--- config.mk ---
export PLATFORM = sky130hd
export DESIGN_NAME = pmic_supervisor_fault_regs
export DESIGN_NICKNAME = d
export VERILOG_FILES = /design/src/pmic_regs_pkg.sv /design/src/pmic_supervisor_fault_regs.sv
export SDC_FILE = /design/constraint.sdc
export NUM_CORES = 1
export LEC_CHECK = 0
export BUFFER_PORTS_ARGS = -buffer_cell sky130_fd_sc_hd__buf_2
export CELL_PAD_IN_SITES_DETAIL_PLACEMENT = 2
export CELL_PAD_IN_SITES_GLOBAL_PLACEMENT = 2
export CORE_AREA = 2 2 121 241
export CTS_BUF_LIST = sky130_fd_sc_hd__clkbuf_8
export CTS_CLUSTER_SIZE = 8
export DETAILED_ROUTE_END_ITERATION = 16
export DIE_AREA = 0 0 123 243
export PLACE_DENSITY_LB_ADDON = 0.1
export SKIP_CTS_REPAIR_TIMING = 1
export SLEW_MARGIN = 10
export SYNTH_ARGS = -nofsm -noshare
export SYNTH_HDL_FRONTEND = slang
export SYNTH_SLANG_ARGS = --single-unit
--- constraint.sdc ---
create_clock -name i_sys_clk -period 7.8 [get_ports i_sys_clk]
set_clock_uncertainty 0.05 [all_clocks]
set_input_delay 2.34 -clock i_sys_clk [delete_from_list [all_inputs] [get_ports i_sys_clk]]
set_output_delay 2.34 -clock i_sys_clk [all_outputs]
set_load 0.005 [all_outputs]
--- src/pmic_regs_pkg.sv ---
// Constants, field layout and carrier types of the supervisor register bank
package pmic_regs_pkg;

    // ********************
    // Register indices (byte address is four times the index)
    // ********************
    localparam int              ADDR_W      = 8;
    localparam logic [5:0]      IDX_BB_CFG  = 6'h2B;
    localparam logic [5:0]      IDX_BB_VOLT = 6'h2C;
    localparam logic [5:0]      IDX_SUPV    = 6'h2D;
    localparam logic [5:0]      IDX_FAULT   = 6'h2E;
    localparam logic [5:0]      IDX_STATUS  = 6'h2F;

    // ********************
    // Field positions
    // ********************
    localparam int SS_HI   = 7;
    localparam int SS_LO   = 6;
    localparam int ILIM_HI = 5;
    localparam int ILIM_LO = 3;
    localparam int STP_B   = 2;
    localparam int DIS_B   = 1;
    localparam int EN_B    = 0;
    localparam int DLY_HI  = 7;
    localparam int DLY_LO  = 6;
    localparam int VC_HI   = 5;
    localparam int VC_LO   = 0;
    localparam int MON1_B  = 7;
    localparam int MON2_B  = 6;
    localparam int RTIME_B = 5;
    localparam int WD_HI   = 4;
    localparam int WD_LO   = 3;
    localparam int WDEN_B  = 2;
    localparam int SHIP_B  = 1;
    localparam int KICK_B  = 0;
    localparam int UV_B    = 7;
    localparam int OC_B    = 6;
    localparam int COC_B   = 5;
    localparam int COV_B   = 4;
    localparam int WDT_B   = 2;
    localparam int TSD_B   = 0;
    localparam int BTN_B   = 5;
    localparam int CDONE_B = 4;
    localparam int VIN_B   = 3;
    localparam int WEAK_B  = 2;
    localparam int BBPG_B  = 1;
    localparam int SDPG_B  = 0;

    // ********************
    // Reset values
    // ********************
    localparam logic [7:0] BB_CFG_RST  = 8'h18;
    localparam logic [7:0] BB_VOLT_RST = 8'h00;
    localparam logic [7:0] SUPV_RST    = 8'h80;

    // ********************
    // Timing and scaling
    // ********************
    localparam int CLK_HZ       = 40_000_000;
    localparam int MS_CYCLES    = CLK_HZ / 1000;
    localparam int US_CYCLES    = CLK_HZ / 1_000_000;
    localparam int SS_MS0       = 1;
    localparam int SS_MS1       = 8;
    localparam int SS_MS2       = 64;
    localparam int SS_MS3       = 512;
    localparam int DLY_US1      = 5;
    localparam int DLY_US2      = 10;
    localparam int DLY_US3      = 20;
    localparam int RST_SHORT_MS = 200;
    localparam int RST_LONG_MS  = 1600;
    localparam int WD_MS0       = 12500;
    localparam int WD_MS1       = 25600;
    localparam int WD_MS2       = 50000;
    localparam int WD_MS3       = 100000;
    localparam int SHIP_MS      = 12000;
    localparam int DEGLITCH_MS  = 50;
    localparam int VC_BREAK     = 12;
    localparam int BASE1_MV     = 1800;
    localparam int STEP1_MV     = 100;
    localparam int BASE2_MV     = 2950;
    localparam int STEP2_MV     = 50;
    localparam int ILIM_STEP_MA = 100;

    localparam logic [1:0] RESP_OKAY   = 2'b00;
    localparam logic [1:0] RESP_SLVERR = 2'b10;

    // ********************
    // Carrier types
    // ********************
    typedef struct packed {
        logic charge_done_status;
        logic input_supply_good;
        logic cell_above_weak;
        logic bb_power_good;
        logic step_down_power_good;
    } status_in_t;

    typedef struct packed {
        logic cell_undervoltage;
        logic discharge_overcurrent;
        logic charge_overcurrent;
        logic charge_overvoltage;
        logic thermal_shutdown;
    } fault_evt_t;

    typedef struct packed {
        logic [1:0] bb_soft_start_sel;
        logic [2:0] bb_peak_limit_sel;
        logic       bb_pulse_stop_en;
        logic       bb_output_discharge_en;
        logic       bb_output_en;
        logic [1:0] bb_switch_delay_sel;
        logic [5:0] bb_voltage_code;
    } bb_ctrl_t;

    typedef enum logic [1:0] {
        RST_RUN  = 2'b00,
        RST_HOLD = 2'b01,
        RST_WAIT = 2'b11
    } rst_state_t;

endpackage

--- src/pmic_supervisor_fault_regs.sv ---
// Supervisor, buck boost control and fault register bank on AXI4-Lite
// Function
// - Soft start code selects 1/8/64/512 ms
// - Peak limit code 100-800 mA, default 400
// - Pulse stop bit 2, off after reset
// - Output discharge bit 1 enables discharge
// - Enable bit 0 switches buck boost output
// - Switch delay code gives 0/5/10/20 us
// - Voltage code: 100 mV then 50 mV steps
// - Monitor bits 7 and 6 drive reset output
// - Reset timeout 200 ms or 1.6 s
// - Watchdog period 12.5/25.6/50/100 s
// - Watchdog runs only when enabled, off at reset
// - Button held 12 s enters shipment when enabled
// - Kick bit restarts watchdog, self clears
// - Four sticky battery fault flags, bits 7-4
// - Sticky watchdog and thermal flags, bits 2, 0
// - Write one or supply cycle clears flags
// - Status bit 5 shows button held
// - Status bit 4 shows charge complete
// - Status bit 3 shows input supply good
// - Status bit 2 live only with gauge enabled
// - Status bit 1 valid in fixed mode only
// - Status bit 0 void in load switch mode
//
// Decided for this implementation: register access over AXI4-Lite.
`timescale 1ns/1ps
`default_nettype none
module pmic_supervisor_fault_regs #(
    parameter int MS_CYCLES_P   = pmic_regs_pkg::MS_CYCLES,
    parameter int DEGLITCH_MS_P = pmic_regs_pkg::DEGLITCH_MS
) (
    input  wire logic                             i_sys_clk,
    input  wire logic                             i_sys_rst,
    input  wire logic [pmic_regs_pkg::ADDR_W-1:0] i_s_axi_awaddr,
    input  wire logic                             i_s_axi_awvalid,
    output logic                                  o_s_axi_awready,
    input  wire logic [31:0]                      i_s_axi_wdata,
    input  wire logic [3:0]                       i_s_axi_wstrb,
    input  wire logic                             i_s_axi_wvalid,
    output logic                                  o_s_axi_wready,
    output logic [1:0]                            o_s_axi_bresp,
    output logic                                  o_s_axi_bvalid,
    input  wire logic                             i_s_axi_bready,
    input  wire logic [pmic_regs_pkg::ADDR_W-1:0] i_s_axi_araddr,
    input  wire logic                             i_s_axi_arvalid,
    output logic                                  o_s_axi_arready,
    output logic [31:0]                           o_s_axi_rdata,
    output logic [1:0]                            o_s_axi_rresp,
    output logic                                  o_s_axi_rvalid,
    input  wire logic                             i_s_axi_rready,
    input  wire pmic_regs_pkg::status_in_t        i_status,
    input  wire pmic_regs_pkg::fault_evt_t        i_fault_evt,
    input  wire logic                             i_supply_power_cycle,
    input  wire logic                             i_manual_reset_button_n,
    input  wire logic                             i_fuel_gauge_en,
    input  wire logic                             i_bb_fixed_mode,
    input  wire logic                             i_buck_load_switch,
    output pmic_regs_pkg::bb_ctrl_t               o_bb_ctrl,
    output logic [12:0]                           o_bb_target_mv,
    output logic [9:0]                            o_bb_peak_limit_ma,
    output logic [9:0]                            o_bb_switch_delay_cyc,
    output logic                                  o_bb_ramp_done,
    output logic                                  o_reset_n,
    output logic                                  o_shipment_mode
);
    import pmic_regs_pkg::*;

    if (MS_CYCLES_P < 2 || DEGLITCH_MS_P < 1) begin : g_chk
        $error("Timing parameters out of range");
    end

    // ********************
    // Functions
    // ********************
    function automatic logic [5:0] reg_index(
        input logic [ADDR_W-1:0] addr
    );
        reg_index = addr[ADDR_W-1:2];
    endfunction

    function automatic logic mapped(input logic [5:0] idx);
        mapped = (idx >= IDX_BB_CFG) && (idx <= IDX_STATUS);
    endfunction

    function automatic logic [12:0] code_to_mv(input logic [5:0] code);
        if (code < 6'(VC_BREAK)) begin
            code_to_mv = 13'(BASE1_MV + STEP1_MV * int'(code));
        end else begin
            code_to_mv = 13'(BASE2_MV
                + STEP2_MV * (int'(code) - VC_BREAK));
        end
    endfunction

    function automatic logic [16:0] wd_period_ms(input logic [1:0] sel);
        unique case (sel)
            2'h0: wd_period_ms = 17'(WD_MS0);
            2'h1: wd_period_ms = 17'(WD_MS1);
            2'h2: wd_period_ms = 17'(WD_MS2);
            2'h3: wd_period_ms = 17'(WD_MS3);
        endcase
    endfunction

    // ********************
    // Registers
    // ********************
    logic [7:0]          bb_cfg;
    logic [7:0]          bb_volt;
    logic [7:0]          supv;
    logic [7:0]          fault_flags;
    logic [7:0]          status;
    logic                aw_have;
    logic                w_have;
    logic [ADDR_W-1:0]   aw_addr;
    logic [7:0]          w_byte;
    logic                w_lane0;
    logic                wr_fire;
    logic [5:0]          wr_idx;
    logic                kick;
    logic                wd_expire;
    logic                button_held_status;
    logic [7:0]          next_fault;
    logic [7:0]          fault_set;

    assign o_s_axi_awready = !aw_have && !o_s_axi_bvalid;
    assign o_s_axi_wready  = !w_have && !o_s_axi_bvalid;
    assign o_s_axi_arready = !o_s_axi_rvalid;
    assign wr_fire = aw_have && w_have && !o_s_axi_bvalid;
    assign wr_idx  = reg_index(aw_addr);

    // ********************
    // AXI4-Lite write channel
    // ********************
    always_ff @(posedge i_sys_clk) begin
        if (i_sys_rst) begin
            aw_have <= 1'b0;
            aw_addr <= '0;
        end else if (i_s_axi_awvalid && o_s_axi_awready) begin
            aw_have <= 1'b1;
            aw_addr <= i_s_axi_awaddr;
        end else if (wr_fire) begin
            aw_have <= 1'b0;
        end
    end

    always_ff @(posedge i_sys_clk) begin
        if (i_sys_rst) begin
            w_have  <= 1'b0;
            w_byte  <= 8'h00;
            w_lane0 <= 1'b0;
        end else if (i_s_axi_wvalid && o_s_axi_wready) begin
            w_have  <= 1'b1;
            w_byte  <= i_s_axi_wdata[7:0];
            w_lane0 <= i_s_axi_wstrb[0];
        end else if (wr_fire) begin
            w_have <= 1'b0;
        end
    end

    always_ff @(posedge i_sys_clk) begin
        if (i_sys_rst) begin
            o_s_axi_bvalid <= 1'b0;
            o_s_axi_bresp  <= RESP_OKAY;
        end else if (wr_fire) begin
            o_s_axi_bvalid <= 1'b1;
            o_s_axi_bresp  <= mapped(wr_idx) ? RESP_OKAY : RESP_SLVERR;
        end else if (i_s_axi_bready) begin
            o_s_axi_bvalid <= 1'b0;
        end
    end

    // Control registers; a clear byte lane leaves the register alone
    always_ff @(posedge i_sys_clk) begin
        if (i_sys_rst) begin
            bb_cfg  <= BB_CFG_RST;
            bb_volt <= BB_VOLT_RST;
            supv    <= SUPV_RST;
        end else if (wr_fire && w_lane0) begin
            if (wr_idx == IDX_BB_CFG) begin
                bb_cfg <= w_byte;
            end
            if (wr_idx == IDX_BB_VOLT) begin
                bb_volt <= w_byte;
            end
            if (wr_idx == IDX_SUPV) begin
                supv <= w_byte;
                supv[KICK_B] <= 1'b0;
            end
        end
    end

    assign kick = wr_fire && w_lane0 && (wr_idx == IDX_SUPV)
        && w_byte[KICK_B];

    // ********************
    // Fault flags
    // ********************
    always_comb begin
        fault_set = 8'h00;
        fault_set[UV_B]  = i_fault_evt.cell_undervoltage;
        fault_set[OC_B]  = i_fault_evt.discharge_overcurrent;
        fault_set[COC_B] = i_fault_evt.charge_overcurrent;
        fault_set[COV_B] = i_fault_evt.charge_overvoltage;
        fault_set[WDT_B] = wd_expire;
        fault_set[TSD_B] = i_fault_evt.thermal_shutdown;
        next_fault = fault_flags;
        if (i_supply_power_cycle) begin
            next_fault = 8'h00;
        end else if (wr_fire && w_lane0 && wr_idx == IDX_FAULT) begin
            next_fault = fault_flags & ~w_byte;
        end
        // A new event in the clearing cycle must not be lost
        next_fault = next_fault | fault_set;
    end

    always_ff @(posedge i_sys_clk) begin
        if (i_sys_rst) begin
            fault_flags <= 8'h00;
        end else begin
            fault_flags <= next_fault;
        end
    end

    // ********************
    // Live status
    // ********************
    always_comb begin
        status = 8'h00;
        status[BTN_B]   = button_held_status;
        status[CDONE_B] = i_status.charge_done_status;
        status[VIN_B]   = i_status.input_supply_good;
        status[WEAK_B]  = i_status.cell_above_weak
            && i_fuel_gauge_en;
        status[BBPG_B]  = i_status.bb_power_good
            && i_bb_fixed_mode;
        status[SDPG_B]  = i_status.step_down_power_good
            && !i_buck_load_switch;
    end

    // ********************
    // AXI4-Lite read channel
    // ********************
    always_ff @(posedge i_sys_clk) begin
        if (i_sys_rst) begin
            o_s_axi_rvalid <= 1'b0;
            o_s_axi_rdata  <= 32'h0000_0000;
            o_s_axi_rresp  <= RESP_OKAY;
        end else if (i_s_axi_arvalid && o_s_axi_arready) begin
            o_s_axi_rvalid <= 1'b1;
            o_s_axi_rresp  <= RESP_OKAY;
            o_s_axi_rdata  <= 32'h0000_0000;
            unique case (reg_index(i_s_axi_araddr))
                IDX_BB_CFG:  o_s_axi_rdata[7:0] <= bb_cfg;
                IDX_BB_VOLT: o_s_axi_rdata[7:0] <= bb_volt;
                IDX_SUPV:    o_s_axi_rdata[7:0] <= supv;
                IDX_FAULT:   o_s_axi_rdata[7:0] <= fault_flags;
                IDX_STATUS:  o_s_axi_rdata[7:0] <= status;
                default:     o_s_axi_rresp      <= RESP_SLVERR;
            endcase
        end else if (i_s_axi_rready) begin
            o_s_axi_rvalid <= 1'b0;
        end
    end

    // ********************
    // Buck boost control outputs
    // ********************
    logic [9:0] ss_ms;
    logic [9:0] ss_cnt;

    always_ff @(posedge i_sys_clk) begin
        if (i_sys_rst) begin
            o_bb_ctrl             <= '0;
            o_bb_target_mv        <= 13'h0000;
            o_bb_peak_limit_ma    <= 10'h000;
            o_bb_switch_delay_cyc <= 10'h000;
        end else begin
            o_bb_ctrl.bb_soft_start_sel      <= bb_cfg[SS_HI:SS_LO];
            o_bb_ctrl.bb_peak_limit_sel      <= bb_cfg[ILIM_HI:ILIM_LO];
            o_bb_ctrl.bb_pulse_stop_en       <= bb_cfg[STP_B];
            o_bb_ctrl.bb_output_discharge_en <= bb_cfg[DIS_B];
            o_bb_ctrl.bb_output_en           <= bb_cfg[EN_B];
            o_bb_ctrl.bb_switch_delay_sel    <= bb_volt[DLY_HI:DLY_LO];
            o_bb_ctrl.bb_voltage_code        <= bb_volt[VC_HI:VC_LO];
            o_bb_target_mv <= code_to_mv(bb_volt[VC_HI:VC_LO]);
            o_bb_peak_limit_ma <= 10'(ILIM_STEP_MA
                * (int'(bb_cfg[ILIM_HI:ILIM_LO]) + 1));
            unique case (bb_volt[DLY_HI:DLY_LO])
                2'h0: o_bb_switch_delay_cyc <= 10'h000;
                2'h1: o_bb_switch_delay_cyc <= 10'(DLY_US1 * US_CYCLES);
                2'h2: o_bb_switch_delay_cyc <= 10'(DLY_US2 * US_CYCLES);
                2'h3: o_bb_switch_delay_cyc <= 10'(DLY_US3 * US_CYCLES);
            endcase
        end
    end

    always_comb begin
        unique case (bb_cfg[SS_HI:SS_LO])
            2'h0: ss_ms = 10'(SS_MS0);
            2'h1: ss_ms = 10'(SS_MS1);
            2'h2: ss_ms = 10'(SS_MS2);
            2'h3: ss_ms = 10'(SS_MS3);
        endcase
    end

    // ********************
    // Millisecond tick
    // ********************
    // One shared tick keeps the long timers narrow; timing is
    // therefore accurate to one millisecond only
    logic [31:0] div_cnt;
    logic        ms_tick;

    always_ff @(posedge i_sys_clk) begin
        if (i_sys_rst || ms_tick) begin
            div_cnt <= 32'h0000_0000;
        end else begin
            div_cnt <= div_cnt + 32'h0000_0001;
        end
    end

    assign ms_tick = (div_cnt == 32'(MS_CYCLES_P - 1));

    // Soft start ramp restarts whenever the output is disabled
    always_ff @(posedge i_sys_clk) begin
        if (i_sys_rst || !bb_cfg[EN_B]) begin
            ss_cnt         <= 10'h000;
            o_bb_ramp_done <= 1'b0;
        end else if (ms_tick && !o_bb_ramp_done) begin
            ss_cnt <= ss_cnt + 10'h001;
            if (ss_cnt + 10'h001 >= ss_ms) begin
                o_bb_ramp_done <= 1'b1;
            end
        end
    end

    // ********************
    // Watchdog
    // ********************
    logic [16:0] wd_cnt;

    always_ff @(posedge i_sys_clk) begin
        if (i_sys_rst || !supv[WDEN_B] || kick) begin
            wd_cnt <= 17'h00000;
        end else if (ms_tick) begin
            if (wd_cnt + 17'h00001 >= wd_period_ms(supv[WD_HI:WD_LO])) begin
                wd_cnt <= 17'h00000;
            end else begin
                wd_cnt <= wd_cnt + 17'h00001;
            end
        end
    end

    assign wd_expire = supv[WDEN_B] && !kick && ms_tick
        && (wd_cnt + 17'h00001 >= wd_period_ms(supv[WD_HI:WD_LO]));

    // ********************
    // Manual reset button
    // ********************
    logic [13:0] btn_cnt;

    always_ff @(posedge i_sys_clk) begin
        if (i_sys_rst || i_manual_reset_button_n) begin
            btn_cnt <= 14'h0000;
        end else if (ms_tick && btn_cnt != 14'(SHIP_MS)) begin
            btn_cnt <= btn_cnt + 14'h0001;
        end
    end

    assign button_held_status =
        (btn_cnt >= 14'(DEGLITCH_MS_P));

    // Shipment mode latches; only a system reset leaves it
    always_ff @(posedge i_sys_clk) begin
        if (i_sys_rst) begin
            o_shipment_mode <= 1'b0;
        end else if (supv[SHIP_B] && btn_cnt == 14'(SHIP_MS)) begin
            o_shipment_mode <= 1'b1;
        end
    end

    // ********************
    // Reset output
    // ********************
    rst_state_t  rst_state;
    logic [10:0] rst_cnt;
    logic        rst_cause;
    logic [10:0] rst_ms;

    assign rst_cause = (supv[MON1_B] && !status[SDPG_B])
        || (supv[MON2_B] && !status[BBPG_B]);
    assign rst_ms = supv[RTIME_B] ? 11'(RST_LONG_MS)
        : 11'(RST_SHORT_MS);

    // Power-on starts in the timeout so the system sees a full pulse
    always_ff @(posedge i_sys_clk) begin
        if (i_sys_rst) begin
            rst_state <= RST_WAIT;
            rst_cnt   <= 11'h000;
        end else begin
            unique case (rst_state)
                RST_RUN: begin
                    rst_cnt <= 11'h000;
                    if (rst_cause || wd_expire) begin
                        rst_state <= RST_HOLD;
                    end
                end
                RST_HOLD: begin
                    rst_cnt <= 11'h000;
                    if (!rst_cause) begin
                        rst_state <= RST_WAIT;
                    end
                end
                RST_WAIT: begin
                    if (rst_cause) begin
                        rst_state <= RST_HOLD;
                    end else if (ms_tick) begin
                        if (rst_cnt + 11'h001 >= rst_ms) begin
                            rst_state <= RST_RUN;
                        end else begin
                            rst_cnt <= rst_cnt + 11'h001;
                        end
                    end
                end
                default: begin
                    rst_state <= RST_WAIT;
                end
            endcase
        end
    end

    always_ff @(posedge i_sys_clk) begin
        if (i_sys_rst) begin
            o_reset_n <= 1'b0;
        end else begin
            o_reset_n <= (rst_state == RST_RUN)
                && !rst_cause && !wd_expire;
        end
    end

endmodule
`default_nettype wire

==> summary.txt, run 1 <==
Outcome
  • Outcome: finished clean

Final layout
  • Fin cells: 1,701
  • Nets: 1,501
  • Layout area overhead: 10.6%
  • Ratio of cells with drive above 1 in the final layout: 12.1%

Clocking
  • Max clock buf depth: 2
  • Clk_lat worst skew: ~500 ps
  • H-tree Lvls: 4
  • Clk sinks: 190
  • TritonCTS clock tree: built
  • CTS Buf Count: 17
  • CTS root buf: clkbuf_8
  • Reg clk slew, reported paths: 110 ps

Worst setup path
  • CP startpoint kind: flip-flop
  • Family with the most delay on the worst path: adder cells
  • Crit Path Max Fanout: 9
  • Most used cell, CP: ha_1
  • Buf/Inv on CP: 3
  • Critical path capture point type: flip-flop
  • Critical Path RT: 8160 ps
  • Critical Path Max Stage Delay: 630 ps
  • Critical-path top delay cell: dfxtp_1
  • Critical path arrival: 4980 ps
  • CP Cell Sequence: inv_1 -> ha_1 -> a21oi_1 -> xnor2_1 -> inv_1 -> ha_1 -> fa_1 -> ha_1 -> ha_1 -> inv_1 -> o2111a_1 -> a311oi_1 -> o31ai_1 -> xor2_1 -> o22ai_1
  • Crit Path Category: reg -> reg

Routing
  • Vias per cell: ~5.3
  • Initial DRC count: 236
  • 1st-pass router iterations: 4
  • DR DRC count: 0
  • ANT nets after route: 0
  • Drt wl/cell: 18.9 um
  • Routed via count: about 9,000
  • DRT Wirelength: 32.1 mm

Timing
  • Tmin final: roughly 4600 ps
  • RSZ-0062 raised after global routing: false
  • Slew @ Worst Pin: 1120 ps
  • Final Hold Viols: 0
  • Relative slew slack: 25.1%
  • Max Freq: 216 MHz
  • Slew Viols, Final: 0
  • Setup Viol. Count Final: 0
  • Period Utilization, post-route: approximately three fifths
  • Setup_tns: 0 ps

Floorplanning
  • Core box area: around 28,000 um2
  • Starting Density: 37.5%
  • Die area: about 30,000 um2
  • Row Count: slightly below 90
  • I/O Pins: around 170
  • Die height: 243 um
  • Die X: 123 um

Global route
  • Global route overflow: 0
  • Largest net degree at the start of global routing: 80
  • GRT Util Overall: 22.0%
  • Antenna violations before repair: 2
  • First-pass GRT wire length: between 50 and 60 mm
  • Vias in the first global route: between 9,000 and 10,000

Logic synthesis
  • Synth warn: 0
  • Synth Flop Type: dfxtp_1
  • Synth top area share: approximately 36%
  • Yosys top cell by area: dfxtp_1
  • Unique cell type count in the Yosys netlist: 67
  • Post-synthesis sequential area ratio: a little over a third
  • Yosys reg bits: between 150 and 200
  • Syn Inst Count: 1,239
  • Syn Area/Cell: approximately 8.5 um2
  • Synth async-reset ratio: 0%
  • Top post-synthesis cells by area: dfxtp_1 (36%), ha_1 (11%), nor2_1 (6.5%), xor2_1 (5.4%), xnor2_1 (3.7%)
  • Synthesized area: 10,500 um2
  • Number of enable flip-flop cells after synthesis: 0

Placed design
  • I/O Buffers: 103
  • Detailed Place HPWL: approximately 25 mm
  • Final Wtd Congestion: between 0.8 and 0.9
  • Cell Count Post-Placement: around 1,700

Pwr
  • Worst vdd ir: ~0.0001 V
  • Power Density: roughly 150 nW/um2
  • Lkg Pwr: between 4 and 5 nW
  • Flop pwr share: between 50 and 60%
  • Comb power frac: 7.3%
  • Internal Power: between 1 and 1.5 mW
  • P_sw: around 0.48 mW
  • Clock power share: between 30% and 40%
  • Sw Ratio: between 20% and 30%

Run
  • Max-cap violations: 0

Worst hold path
  • Worst min path class: reg -> reg
[tightest hold or removal path, stage by stage, from the launching register on]
cell and delay (ps):
dfxtp_1 340, nand2_1 60, a21oi_1 40
[cells by family after synthesis]
logic type | synth area share [%]
AOI/OAI and AO/OA | 10.9
xor gates and xnor gates | 9.07
adders and majority gates | 11.7
buffers and inverters | 6.11
DFF | 36.1
muxes | 3.36
other | 0.0356
and+or+nand+nor | 22.7
[Yosys cell counts, types with 4 or more instances]
cell type	number
nand3b_1	11
inv_1	60
a21oi_1	72
o21ai_0	29
and3_1	14
buf_1	4
and2_1	9
mux2i_1	32
nor3_1	22
nand3_1	52
buf_4	35
dfxtp_1	190
a31oi_1	11
xor2_1	65
nand4b_1	4
a211oi_1	11
a222oi_1	5
nand2b_1	9
xnor2_1	44
fa_1	4
a21o_1	4
nor2b_1	19
nor3b_1	10
nand2_1	98
and4_1	6
clkbuf_1	28
nand4_1	20
o2111ai_1	4
o31ai_1	4
o211ai_1	6
or2_2	5
o22ai_1	4
ha_1	92
a22oi_1	7
nor4_1	14
nor2_1	183
[layout make-up]
| class | instances | area (um2) |
|---|---|---|
| Antenna cell | 1 | 2.50 |
| Clock buffer | 19 | 262 |
| Clock inverter | 13 | 104 |
| Fill cell | 3269 | 16400 |
| Inverter | 61 | 229 |
| Multi-Input combinational cell | 947 | 6200 |
| Sequential cell | 190 | 3800 |
| Tap cell | 356 | 445 |
| Timing Repair Buffer | 114 | 601 |
[stage by stage]
step / util [%] / power, mW / setup slack, ps / hold WS (ps) / area [um2]
after floorplan: - / 1.12 / 3860 / 362 / 10600
after global placement: 40.1 / 1.15 / 3160 / 391 / 11300
after detailed placement: 40.1 / 1.16 / 3100 / 397 / 11300
after CTS: 41.5 / 1.79 / 3050 / 416 / 11600
after global routing: 41.5 / 1.85 / 2860 / 444 / 11600
final: 41.5 / 1.76 / 3180 / 418 / 11600
[state kept, by name, indices dropped and copies added (netlist names), 2 cells and up]
| name | count |
|---|---|
| bb_volt | 8 |
| o_bb_target_mv | 12 |
| rst_state | 2 |
| div_cnt | 32 |
| aw_addr | 6 |
| o_bb_ctrl | 16 |
| bb_cfg | 8 |
| fault_flags | 8 |
| o_bb_switch_delay_cyc | 5 |
| supv | 7 |
| o_bb_peak_limit_ma | 8 |
| w_byte | 8 |
| o_s_axi_rdata | 8 |
| ss_cnt | 10 |
| rst_cnt | 11 |
| wd_cnt | 17 |
| btn_cnt | 14 |
[placed cells by master, fill, tap and decap left out, drive strengths merged, types with 4 or more instances in the layout]
| master | count |
|---|---|
| nand2b | 9 |
| ha | 92 |
| dfxtp | 190 |
| o22ai | 4 |
| mux2i | 32 |
| nor2 | 186 |
| o2111ai | 4 |
| or2 | 5 |
| and2 | 9 |
| and4 | 6 |
| clkinv | 7 |
| a31oi | 11 |
| fa | 4 |
| a21oi | 72 |
| buf | 114 |
| nand4 | 20 |
| o21ai | 31 |
| nor4 | 16 |
| nand2 | 98 |
| o211ai | 6 |
| a21o | 4 |
| conb | 32 |
| clkbuf | 19 |
| nand3b | 11 |
| o31ai | 4 |
| nand4b | 4 |
| nor3 | 23 |
| a22oi | 7 |
| inv | 66 |
| nand3 | 52 |
| a211oi | 11 |
| a222oi | 5 |
| nor3b | 10 |
| nor2b | 19 |
| and3 | 14 |
| xor2 | 65 |
| xnor2 | 44 |
[power by group through the flow]
stage | combinational [mW] | sequential (mW) | clock [mW]
3_3_place_gp | 0.126 | 1.03 | 0
6_report | 0.129 | 1.01 | 0.625
3_5_place_dp | 0.131 | 1.03 | 0
4_1_cts | 0.132 | 1.01 | 0.653
5_1_grt | 0.147 | 1.01 | 0.690
2_1_floorplan | 0.0970 | 1.02 | 0
[path summary, 6_finish.rpt]
kind	to	start	cells after the start	slack, ps
max reg2reg	o_bb_target_mv[12]	bb_volt[4]	15	3180
max	o_bb_target_mv[12]	bb_volt[4]	15	3180
min	fault_flags[1]	fault_flags[1]	2	420
min reg2reg	fault_flags[1]	fault_flags[1]	2	420
[layer usage]
metal / global-route usage [%] / share of wire [%] / up-vias
met1: 21.1 / 35 / 4522
met4: 7.09 / 2.4 / 2
met5: 0 / 0.041 / -
met2: 45.3 / 60 / 110
li1: - / - / 4374
met3: 3.10 / 2.1 / 38
Note: power is estimated with default switching activity, not from simulation.
==> inputs of run 2 (changes only) <==
--- a/config.mk
+++ b/config.mk
@@ -8,11 +8,11 @@
 export BUFFER_PORTS_ARGS = -buffer_cell sky130_fd_sc_hd__buf_2
 export CELL_PAD_IN_SITES_DETAIL_PLACEMENT = 2
 export CELL_PAD_IN_SITES_GLOBAL_PLACEMENT = 2
-export CORE_AREA = 2 2 121 241
+export CORE_AREA = 2 2 126 251
 export CTS_BUF_LIST = sky130_fd_sc_hd__clkbuf_8
 export CTS_CLUSTER_SIZE = 8
 export DETAILED_ROUTE_END_ITERATION = 16
-export DIE_AREA = 0 0 123 243
+export DIE_AREA = 0 0 128 253
 export PLACE_DENSITY_LB_ADDON = 0.1
 export SKIP_CTS_REPAIR_TIMING = 1
 export SLEW_MARGIN = 10
==> constraint.sdc (replaced) <==
create_clock -name i_sys_clk -period 4.65 [get_ports i_sys_clk]
set_clock_uncertainty 0.05 [all_clocks]
set_input_delay 1.395 -clock i_sys_clk [delete_from_list [all_inputs] [get_ports i_sys_clk]]
set_output_delay 1.395 -clock i_sys_clk [all_outputs]
set_load 0.005 [all_outputs]
==> run 2 against run 1 <==
Sequential power up 66%. Final area rose by 0.58%. Critical path depth decreased by 1. Non-clock buffer count rose by 4. Count of clock-buffer cells in the layout increased by 1. Global-route usage decreased by 2.6 points. Cell count grew 1.1%. Via count decreased by 1.4%.
==> summary.txt, run 2 (same netlist as run 1, synthesis figures left out) <==
Floorplanning
  • Die X: around 130 um
  • Core box area: ~31,000 um2
  • Die height: 253 um
  • Row Count: between 90 and 100
  • Die area: ~32,000 um2
  • Starting Density: about 35%
  • I/O Pins: 167

Worst setup path
  • Crit Path Max Fanout: 8
  • Critical Path RT: 4980 ps
  • CP Cell Sequence: ha_1 -> a21oi_1 -> xnor2_1 -> inv_1 -> ha_1 -> fa_1 -> ha_1 -> ha_1 -> inv_1 -> o2111a_1 -> a311oi_1 -> o31ai_1 -> xor2_1 -> o22ai_1
  • CP startpoint kind: flip-flop
  • Critical-path top delay cell: dfxtp_1
  • Most used cell, CP: ha_1
  • Critical Path Max Stage Delay: between 500 and 600 ps
  • Setup slack, reg-to-reg: between 200 and 300 ps
  • RR Startpoint: bb_volt[3]
  • Critical path arrival: around 4700 ps
  • Crit Path Category: reg -> reg
  • Crit path from: bb_volt[3]
  • Critical path capture point type: flip-flop

Global route
  • Global route hottest layer: met2
  • GRT met3 Usage: about 2.6%
  • Largest net degree at the start of global routing: 58
  • Vias in the first global route: between 9,000 and 10,000
  • GRT met2 Usage: 33.8%
  • Grt met1 use: ~25%
  • Global route overflow: 0
  • GRT Util Overall: 19.3%
  • Antenna violations before repair: 1
  • First-pass GRT wire length: about 50 mm

Routing
  • DR DRC count: 0
  • Drt wl/cell: about 18 um
  • DRT Wirelength: ~30 mm
  • 1st-pass router iterations: 4
  • Initial DRC count: 318
  • Routed via count: 8,917
  • Vias per cell: between 5 and 6
  • ANT nets after route: 0

Placed design
  • I/O Buffers: just over 100
  • Final Wtd Congestion: 0.771
  • Pre-CTS WS: ~430 ps
  • Cell Count Post-Placement: approximately 1,700
  • DP Area: approximately 11,000 um2
  • Detailed Place HPWL: 23.1 mm

Pwr
  • Clock power share: a little under two fifths
  • Flop pwr share: between 50% and 60%
  • Tot Pwr: ~3.0 mW
  • Sw Ratio: around 25%
  • Worst vdd ir: between 0.00015 and 0.0002 V
  • Comb power frac: between 7 and 8%
  • Internal Power: ~2.2 mW
  • Lkg Pwr: between 4 and 5 nW
  • Power Density: around 260 nW/um2
  • P_sw: approximately 0.76 mW

Clocking
  • Clk sinks: 190
  • CTS Buf Count: 17
  • Max clock buf depth: 2
  • Reg clk slew, reported paths: about 100 ps
  • H-tree Lvls: 4
  • TritonCTS clock tree: built
  • Clk_lat worst skew: roughly 500 ps
  • CTS root buf: clkbuf_8

Outcome
  • Outcome: finished clean

Final layout
  • Nets: 1,505
  • Top reg by flops: div_cnt
  • Layout area overhead: 11.2%
  • Ratio of cells with drive above 1 in the final layout: roughly 12%
  • Largest registers: div_cnt: 32 flops, wd_cnt: 17 flops, o_bb_ctrl: 16 flops
  • Design area: around 12,000 um2
  • Max reg flops: 32
  • Commonest non-fill, non-tap cell in the layout: dfxtp_1
  • Most frequent cells in the layout: dfxtp_1 (190), nor2_1 (183), buf_2 (102)
  • Fin cells: 1,720

Run
  • Max-cap violations: 0

Timing
  • Worst setup margin: approximately 280 ps
  • Period Utilization, post-route: between 90% and 100%
  • Slew Viols, Final: 0
  • Max Freq: roughly 230 MHz
  • Tmin final: approximately 4400 ps
  • Relative slew slack: between 20% and 30%
  • RSZ-0062 raised after global routing: false
  • Setup_tns: 0 ps
  • Setup Viol. Count Final: 0
  • Slew @ Worst Pin: 1180 ps
  • Final Hold Viols: 0

Worst hold path
  • Worst min path class: reg -> reg
  • Hold path start: fault_flags[3]
## run 2: layout make-up
type	instances	area [um2]
Clock buffer	20	275
Tap cell	372	465
Multi-Input combinational cell	947	6200
Sequential cell	190	3800
Inverter	61	229
Clock inverter	11	103
Timing Repair Buffer	118	631
Antenna cell	1	2.50
Fill cell	3488	18800
## run 2: metal layers
layer	vias up	part of all wire [%]
li1	4387	-
met1	4387	46
met2	117	50
met3	26	2.1
met4	0	1.7
met5	-	0
## run 2: worst max-delay path: cells and delay by family (launching register included)
kind	cells	cell delay [ps]
DFF	1	540
adders and majority gates	5	1710
xor gates and xnor gates	2	660
buffers and inverters	2	240
AOI/OAI and AO/OA	5	1050
## run 2: power groups by stage
| stage | sequential (mW) | combinational, mW | clock, mW |
|---|---|---|---|
| 2_1_floorplan | 1.71 | 0.163 | 0 |
| 3_3_place_gp | 1.72 | 0.212 | 0 |
| 3_5_place_dp | 1.72 | 0.224 | 0 |
| 4_1_cts | 1.68 | 0.225 | 1.16 |
| 5_1_grt | 1.69 | 0.248 | 1.22 |
| 6_report | 1.68 | 0.221 | 1.11 |
## run 2: metrics by stage
stage               hold WS, ps  utilization, %
floorplan                   362               -
global placement            371            37.1
detailed placement          384            37.1
CTS                         399            38.4
global route                410            38.4
finish                      397            38.4
## run 2: final timing paths
path / to / cells after the start
setup / recovery: o_bb_target_mv[12] / 14
hold / removal: fault_flags[3] / 2
setup reg to reg: o_bb_target_mv[12] / 14
hold reg to reg: fault_flags[3] / 2
